### src/hw/ctmr_pkg.sv
// Purpose: Shared constants and types for the compact 16-bit timer.
// Assumes: One clock domain; register port is a plain address/strobe port.
// Notes:   Register indices are addresses on the 3-bit register port.

package ctmr_pkg;

    // ==================================================================
    // Register port and register indices
    // ==================================================================
    localparam int          ADDR_W     = 3;
    localparam int          DATA_W     = 8;
    localparam logic [2:0]  IDX_CTRL0  = 3'h0;
    localparam logic [2:0]  IDX_CTRL1  = 3'h1;
    localparam logic [2:0]  IDX_CNT_LO = 3'h2;
    localparam logic [2:0]  IDX_CNT_HI = 3'h3;
    localparam logic [2:0]  IDX_CMPA_LO = 3'h4;
    localparam logic [2:0]  IDX_CMPA_HI = 3'h5;
    localparam logic [2:0]  IDX_CMPP   = 3'h6;

    // ==================================================================
    // Field codes
    // ==================================================================
    localparam logic [1:0]  MODE_CMP   = 2'h0;
    localparam logic [1:0]  MODE_UNDEF = 2'h1;
    localparam logic [1:0]  MODE_PWM   = 2'h2;
    localparam logic [1:0]  MODE_TC    = 2'h3;
    localparam logic [1:0]  PIN_KEEP   = 2'h0;
    localparam logic [1:0]  PIN_LOW    = 2'h1;
    localparam logic [1:0]  PIN_HIGH   = 2'h2;
    localparam logic [1:0]  PIN_TOGGLE = 2'h3;
    localparam logic [1:0]  PWM_INACT  = 2'h0;
    localparam logic [1:0]  PWM_ACT    = 2'h1;
    localparam logic [1:0]  PWM_WAVE   = 2'h2;
    localparam logic [2:0]  CKS_SYS4   = 3'h0;
    localparam logic [2:0]  CKS_SYS    = 3'h1;
    localparam logic [2:0]  CKS_HI16   = 3'h2;
    localparam logic [2:0]  CKS_HI64   = 3'h3;
    localparam logic [2:0]  CKS_TBC    = 3'h4;
    localparam logic [2:0]  CKS_HI     = 3'h5;
    localparam logic [2:0]  CKS_PIN_R  = 3'h6;
    localparam logic [2:0]  CKS_PIN_F  = 3'h7;

    // ==================================================================
    // Counter, prescaler and reset constants
    // ==================================================================
    localparam int          CNT_W      = 16;
    localparam int          PRE_W      = 6;
    localparam logic [5:0]  PRE_DIV4   = 6'h03;
    localparam logic [5:0]  PRE_DIV16  = 6'h0F;
    localparam logic [5:0]  PRE_DIV64  = 6'h3F;
    localparam logic [15:0] CNT_ZERO   = 16'h0000;
    localparam logic [15:0] CNT_ONE    = 16'h0001;
    localparam logic [16:0] SPAN_FULL  = 17'h1_0000;
    localparam logic [7:0]  BYTE_ZERO  = 8'h00;

    typedef struct packed {
        logic [ADDR_W-1:0] addr;
        logic [DATA_W-1:0] wdata;
        logic              wr;
        logic              rd;
    } ctmr_req_type;

    typedef struct packed {
        logic       pause;
        logic [2:0] cks;
        logic       on;
        logic [2:0] rsvd;
    } ctmr_ctrl0_type;

    typedef struct packed {
        logic [1:0] mode;
        logic [1:0] pin_act;
        logic       init_lvl;
        logic       invert;
        logic       swap;
        logic       clr_on_a;
    } ctmr_ctrl1_type;

    typedef struct packed {
        ctmr_ctrl0_type    ctrl0;
        ctmr_ctrl1_type    ctrl1;
        logic [CNT_W-1:0]  cmp_a;
        logic [7:0]        cmp_p;
        logic [7:0]        byte_buf;
        logic [CNT_W-1:0]  cnt;
        logic [PRE_W-1:0]  pre;
        logic              ext_s1;
        logic              ext_s2;
        logic              ext_s3;
        logic              lvl;
        logic [DATA_W-1:0] rdata;
        logic              pin_o;
        logic              pin_oe_n;
        logic              evt_a;
        logic              evt_p;
    } ctmr_state_type;

    localparam ctmr_state_type STATE_RESET = '{
        ctrl0: '0, ctrl1: '0, cmp_a: CNT_ZERO, cmp_p: BYTE_ZERO,
        byte_buf: BYTE_ZERO, cnt: CNT_ZERO, pre: '0, ext_s1: 1'b0,
        ext_s2: 1'b0, ext_s3: 1'b0, lvl: 1'b0, rdata: BYTE_ZERO,
        pin_o: 1'b0, pin_oe_n: 1'b1, evt_a: 1'b0, evt_p: 1'b0};

endpackage

### src/hw/ctmr_core.sv
// Purpose: Compact 16-bit timer with compare output, counting and PWM.
// Assumes: The high internal clock runs at the system clock rate; the time
//          base arrives as a one-cycle enable from logic on this clock.
// Notes:   The external clock pin is synchronised before edge detection.
//
// Design decisions made here: strobed register access and the placing of the registers.

`timescale 1ns/100ps
`default_nettype none

module ctmr_core
    import ctmr_pkg::*;
(
    input  wire logic         clk,            // System clock, 250 MHz.
    input  wire logic         arst_n,         // Asynchronous reset, active low.
    input  wire ctmr_req_type req,            // Register port request.
    output logic [DATA_W-1:0] rdata,          // Read data, cycle after read.
    input  wire logic         time_base_tick, // Time base enable pulse.
    input  wire logic         ext_clk_pin,    // External clock pin.
    output logic              pin_o,          // Timer output pin level.
    output logic              pin_oe_n,       // Pin enable, low drives.
    output logic              match_a_evt,    // Match A event pulse.
    output logic              match_p_evt     // Match P event pulse.
);

    // ==================================================================
    // State
    // ==================================================================
    ctmr_state_type st_r;
    ctmr_state_type st_nxt;

    logic        src_en;
    logic        ext_rise;
    logic        ext_fall;
    logic        on_rise;
    logic        tick;
    logic        is_pwm;
    logic        hit_a;
    logic        hit_p;
    logic        clr_by_a;
    logic        clear;
    logic        raise_p;
    logic [15:0] cnt_inc;
    logic [16:0] span_a;
    logic [16:0] span_p;
    logic [16:0] period;
    logic [16:0] duty;
    logic        pwm_active;

    always_comb begin
        st_nxt = st_r;
        st_nxt.rdata = BYTE_ZERO;

        // Prescaler runs freely so divided rates keep phase while stopped.
        st_nxt.pre = PRE_W'(st_r.pre + 1'b1);

        // Only the second stage and later are looked at.
        st_nxt.ext_s1 = ext_clk_pin;
        st_nxt.ext_s2 = st_r.ext_s1;
        st_nxt.ext_s3 = st_r.ext_s2;
        ext_rise = st_r.ext_s2 & ~st_r.ext_s3;
        ext_fall = ~st_r.ext_s2 & st_r.ext_s3;

        // ==============================================================
        // Clock source select
        // ==============================================================
        // clock source choice
        case (st_r.ctrl0.cks)
            CKS_SYS4:  src_en = (st_r.pre[1:0] == PRE_DIV4[1:0]);
            CKS_SYS:   src_en = 1'b1;
            CKS_HI16:  src_en = (st_r.pre[3:0] == PRE_DIV16[3:0]);
            CKS_HI64:  src_en = (st_r.pre == PRE_DIV64);
            CKS_TBC:   src_en = time_base_tick;
            CKS_HI:    src_en = 1'b1;
            CKS_PIN_R: src_en = ext_rise;
            CKS_PIN_F: src_en = ext_fall;
            default:   src_en = 1'b0;
        endcase

        on_rise = req.wr && (req.addr == IDX_CTRL0) && req.wdata[3] && !st_r.ctrl0.on;
        tick = st_r.ctrl0.on & ~st_r.ctrl0.pause & src_en;
        cnt_inc = st_r.cnt + CNT_ONE;
        is_pwm = (st_r.ctrl1.mode == MODE_PWM);

        // ==============================================================
        // Comparators
        // ==============================================================
        // comparator widths
        hit_a = tick && (st_r.cmp_a != CNT_ZERO) && (cnt_inc == st_r.cmp_a);
        hit_p = tick && (cnt_inc[7:0] == BYTE_ZERO) && (cnt_inc[15:8] == st_r.cmp_p);
        clr_by_a = is_pwm ? st_r.ctrl1.swap : st_r.ctrl1.clr_on_a;
        clear = clr_by_a ? hit_a : hit_p;
        raise_p = hit_p && (is_pwm || !st_r.ctrl1.clr_on_a);

        if (on_rise) begin
            st_nxt.cnt = CNT_ZERO;
        end else if (tick) begin
            st_nxt.cnt = clear ? CNT_ZERO : cnt_inc;
        end
        st_nxt.evt_a = hit_a;
        st_nxt.evt_p = raise_p;

        // ==============================================================
        // PWM period and duty
        // ==============================================================
        // period and duty swap
        span_a = {1'b0, st_r.cmp_a};
        span_p = (st_r.cmp_p == BYTE_ZERO) ? SPAN_FULL : {1'b0, st_r.cmp_p, BYTE_ZERO};
        period = st_r.ctrl1.swap ? span_a : span_p;
        duty = st_r.ctrl1.swap ? span_p : span_a;
        // full duty falls out since the count never reaches period
        pwm_active = ({1'b0, st_r.cnt} < duty);

        // ==============================================================
        // Output level
        // ==============================================================
        // mode decode
        case (st_r.ctrl1.mode)
            MODE_CMP: begin
                if (on_rise) begin
                    st_nxt.lvl = st_r.ctrl1.init_lvl;
                end else if (hit_a) begin
                    case (st_r.ctrl1.pin_act)
                        PIN_LOW:    st_nxt.lvl = 1'b0;
                        PIN_HIGH:   st_nxt.lvl = 1'b1;
                        PIN_TOGGLE: st_nxt.lvl = ~st_r.lvl;
                        default:    st_nxt.lvl = st_r.lvl;
                    endcase
                end
            end
            MODE_PWM: begin
                case (st_r.ctrl1.pin_act)
                    PWM_ACT:  st_nxt.lvl = st_r.ctrl1.init_lvl;
                    PWM_WAVE: st_nxt.lvl = pwm_active ? st_r.ctrl1.init_lvl : ~st_r.ctrl1.init_lvl;
                    default:  st_nxt.lvl = ~st_r.ctrl1.init_lvl;
                endcase
            end
            MODE_UNDEF: st_nxt.lvl = 1'b0;
            default:    st_nxt.lvl = st_r.lvl;
        endcase

        // ==============================================================
        // Register port
        // ==============================================================
        // control changes while running are the caller's concern
        if (req.wr) begin
            case (req.addr)
                IDX_CTRL0:   st_nxt.ctrl0 = {req.wdata[7:3], 3'h0};
                IDX_CTRL1:   st_nxt.ctrl1 = req.wdata;
                IDX_CMPA_LO: st_nxt.byte_buf = req.wdata;
                IDX_CMPA_HI: st_nxt.cmp_a = {req.wdata, st_r.byte_buf};
                IDX_CMPP:    st_nxt.cmp_p = req.wdata;
                default:     st_nxt.byte_buf = st_r.byte_buf;
            endcase
        end
        if (req.rd) begin
            case (req.addr)
                IDX_CTRL0:   st_nxt.rdata = st_r.ctrl0;
                IDX_CTRL1:   st_nxt.rdata = st_r.ctrl1;
                // high byte read latches low byte
                IDX_CNT_HI: begin
                    st_nxt.rdata = st_r.cnt[15:8];
                    st_nxt.byte_buf = st_r.cnt[7:0];
                end
                IDX_CMPA_HI: begin
                    st_nxt.rdata = st_r.cmp_a[15:8];
                    st_nxt.byte_buf = st_r.cmp_a[7:0];
                end
                IDX_CNT_LO:  st_nxt.rdata = st_r.byte_buf;
                IDX_CMPA_LO: st_nxt.rdata = st_r.byte_buf;
                IDX_CMPP:    st_nxt.rdata = st_r.cmp_p;
                default:     st_nxt.rdata = BYTE_ZERO;
            endcase
        end

        st_nxt.pin_o = st_nxt.lvl ^ st_nxt.ctrl1.invert;
        st_nxt.pin_oe_n = (st_nxt.ctrl1.mode == MODE_TC);
    end

    always_ff @(posedge clk or negedge arst_n) begin
        if (!arst_n) begin
            st_r <= STATE_RESET;
        end else begin
            st_r <= st_nxt;
        end
    end

    assign rdata       = st_r.rdata;
    assign pin_o       = st_r.pin_o;
    assign pin_oe_n    = st_r.pin_oe_n;
    assign match_a_evt = st_r.evt_a;
    assign match_p_evt = st_r.evt_p;
endmodule // ctmr_core

`default_nettype wire

### config.mk
export PLATFORM = sky130hd
export DESIGN_NAME = ctmr_core
export DESIGN_NICKNAME = d
export VERILOG_FILES = /design/src/hw/ctmr_pkg.sv /design/src/hw/ctmr_core.sv
export SDC_FILE = /design/constraint.sdc
export NUM_CORES = 1
export LEC_CHECK = 0
export BUFFER_PORTS_ARGS = -buffer_cell sky130_fd_sc_hd__buf_2
export CELL_PAD_IN_SITES_DETAIL_PLACEMENT = 0
export CELL_PAD_IN_SITES_GLOBAL_PLACEMENT = 1
export CORE_UTILIZATION = 30
export DETAILED_ROUTE_END_ITERATION = 12
export GPL_ROUTABILITY_DRIVEN = 0
export HOLD_SLACK_MARGIN = 0.08
export PLACE_DENSITY = 0.61
export SLEW_MARGIN = 30
export SYNTH_ARGS = -nofsm -noshare
export SYNTH_HDL_FRONTEND = slang
export SYNTH_SLANG_ARGS = --single-unit
### constraint.sdc
create_clock -name clk -period 4.2 [get_ports clk]
set_clock_uncertainty 0.1 [all_clocks]
set_input_delay 0.42 -clock clk [delete_from_list [all_inputs] [get_ports clk]]
set_output_delay 0.42 -clock clk [all_outputs]
set_load 0.005 [all_outputs]
==> results.toml <==
[worst_setup_path]
worstPathBufferInverterCount = 0
reg2regPathDepth = 9
critical_path_peak_fanout = 30
critPathCaptureType = "flop"
worst_setup_startpoint = "st_r[22]$_DFFE_PN0P_"
critical_path_depth = 9
worst_ep_required_time_ps = 4320
max_stage_delay_ps = 630
crit_type = "reg2reg"
worst_ep_arrival_time_ps = 4020
critical_path_startpoint_category = "flop"
worst_path_dominant_cell_family = "simple AND/OR/NAND/NOR gates"
cell_chain_of_the_critical_path = "ha_1 > and3_1 > nand4_1 > xnor2_1 > nand4_1 > or4b_2 > a211o_1 > a41oi_1 > a31oi_1"
regToRegStartpoint = "st_r[22]$_DFFE_PN0P_"
crit_path_frequent_cell = "nand4_1"
worst_path_max_delay_cell = "or4b_2"

[floorplanning]
num_rows = 50
chipHeight_um = 141
die_w_um = 141
core_area_mm2 = 0.0188
start_util = 0.309
die_area_mm2 = 0.0200
io-pin-count = 29

[logic_synthesis]
synth_flop_cell = "dfrtp_1"
synth_seq_area_share = 0.357
syn_avg_cell_area_um2 = 9.52
ys_ff_latch = 83
synth_enable_flop_cells = 0
post_synth_inst_count = 611
synth_fp_nets = 648
yosys_warnings = 0
ys_types = 67
postSynth.asyncResetShare = 1.00
post_synth_instance_area_mm2 = 0.00582

[drt]
postRouteAntennaNets = 0
met3RoutedLength_um = 882
drc_errors_left = 0
top_layer = "met4"
m1WireLength_um = 8430
routed_length_per_instance_um = 20.5
avgViaCountPerCell = 5.72
wirelength_um = 17800
drt-pass1-iter-count = 5
num_vias = 4979
drtIter0Drc = 419
route.met2.wl_um = 8250

[clocking]
clk_pin_slew_worst_paths_ps = 70
clock_tree.root_cell = "clkbuf_16"
cts.sink_count = 83
cts-htree-levels = 3
cts_tree = "built"
worst_skew_pair.late_latency_ps = 360
post_cts.repair.setup_buffers = 0
max-clock-path-buffers = 2
cts_inserted_buffers = 9

[place]
hpwl_um = 13100
placed_cell_area_mm2 = 0.00607
buffer_ports.inserted = 28

[timing]
finalHoldViolations = 0
timing_worst_slew_pin_value_ps = 947
fin_hold_ws_ps = 240
final.period_utilization = 0.929
fmax_mhz = 256
max_slew_margin = 0.369
setup_viol = 0
finalMaxSlewViolations = 0
layout_min_cycle_time_ps = 3900
rsz_0062_raised_after_global_routing = "no"
fin_tns_setup_ps = 0

[status]
outcome = "finished clean"

[power_and_ir_drop]
power_leakage_uw = 0.00261
pwr_density_cell_mw_per_mm2 = 465
max-vdd-ir-drop_v = 0.000236

[hold_path]
min_path_type = "in2reg"
hold_path_startpoint = "req[2]"
hold_path_depth = 3

[grt]
number_of_global_route_vias_before_repair = 4807
antenna_found_initial = 0
grt_first_pass_wirelength_um = 28200
grtUsageTotal = 0.185
overflow = 0
grt_start_max_net_pins = 52

[cells_and_area]
final_common_cell = "dfrtp_1"
final_design_area_no_fill_mm2 = 0.00643
fillCellCount = 1930
drive_gt1_frac = 0.182
finish.net_count = 642
diodes = 0
area_of_combinational_cells_with_multiple_inputs_mm2 = 0.00342
final_cell_mix = "dfrtp_1, mux2_2, nand2_1, a31oi_1"
post-route-util = 0.342
register_cell_area_after_layout_mm2 = 0.00208
area_added_between_synthesis_and_finish_pct = 10.6

[flow_run]
cap_viol_max_count = 0
-- per-stage QoR --
| step | total power (uW) | setup WS [ps] | cells |
|---|---|---|---|
| floorplan | 1770 | 791 | 611 |
| global placement | 2050 | 353 | 852 |
| detailed placement | 2070 | 288 | 852 |
| CTS | 3000 | 256 | 870 |
| global route | 3150 | 54.7 | 870 |
| finish | 2990 | 297 | 870 |
-- sequential cells by signal, summed over array words and instances, names as in the netlist --
name         cells
match_a_evt      1
match_p_evt      1
pin_o            1
pin_oe_n         1
rdata            8
span_a          16
st_nxt           2
st_r            53
-- final cells by class --
type	count	area share
multi-input cells	460	0.532
flip-flops and latches	83	0.323
well taps	260	0.0506
repair buffers	40	0.0370
clock buffers	9	0.0350
clock inverters	7	0.0165
inverters	11	0.00642
-- power breakdown --
part	total (uW)	internal, uW	switching [uW]	leakage (uW)
Clock	911	534	378	0.000163
Combinational	877	413	464	0.00139
Sequential	1200	945	258	0.00105
-- final timing paths --
check                                       end  slack (ps)
setup reg to reg           st_r[34]$_DFFE_PN0P_         300
max in group asynchronous  st_r[53]$_DFFE_PN0P_        2540
hold / removal             st_r[70]$_DFFE_PN0P_         240
min in group asynchronous  st_r[27]$_DFFE_PN0P_         550
setup / recovery           st_r[34]$_DFFE_PN0P_         300
hold reg to reg            st_nxt[13]$_DFF_PN0_         290
-- synthesized netlist by cell type, types with 4 or more instances --
cell type	number	area share
dfrtp_1	82	0.35
mux2_2	39	0.075
a31oi_1	37	0.040
nand2_1	37	0.024
clkbuf_1	33	0.021
mux2i_1	28	0.048
o21ai_0	28	0.024
xnor2_1	21	0.032
ha_1	20	0.043
nand3_1	18	0.015
nor2_1	17	0.011
nand3b_1	15	0.019
a21oi_1	13	0.011
nor3_1	13	0.011
and3_1	12	0.013
nand2b_1	12	0.013
nor2b_1	12	0.013
buf_4	11	0.014
inv_1	11	0.0071
nand4_1	11	0.012
nor4_1	10	0.011
a22o_1	8	0.012
and2_1	8	0.0086
buf_2	8	0.0069
o211ai_1	8	0.010
xor2_1	8	0.012
a211oi_1	6	0.0077
and4_1	6	0.0090
a22oi_1	4	0.0052
o22ai_1	4	0.0043
-- cell families after synthesis --
logic type	count (synthesis)	synth area share
muxes	67	0.124
DFF	83	0.357
and+or+nand+nor	202	0.208
AOI/OAI and AO/OA	141	0.165
adders and majority gates	20	0.0430
buffers and inverters	68	0.0566
xor gates and xnor gates	30	0.0465
-- layer usage --
layer,vias up,global-route usage
li1,2286,-
met1,2531,0.260
met2,139,0.289
met3,23,0.0340
met4,0,0.0532
met5,-,0
-- worst register-to-register path, cell delays in order (launching register included) --
cell,delay (ps)
dfrtp_1,510
ha_1,380
and3_1,420
nand4_1,270
xnor2_1,290
nand4_1,120
or4b_2,630
a211o_1,610
a41oi_1,380
a31oi_1,60
-- what timing repair did --
| action | 4_1_cts | 5_1_grt |
|---|---|---|
| hold buffers | 2 | 0 |
| gates resized for setup | 0 | 1 |
| setup endpoints to repair | 0 | 7 |
| endpoints found under the hold margin | 50 | 0 |
Power figures use the tool's default switching activity.
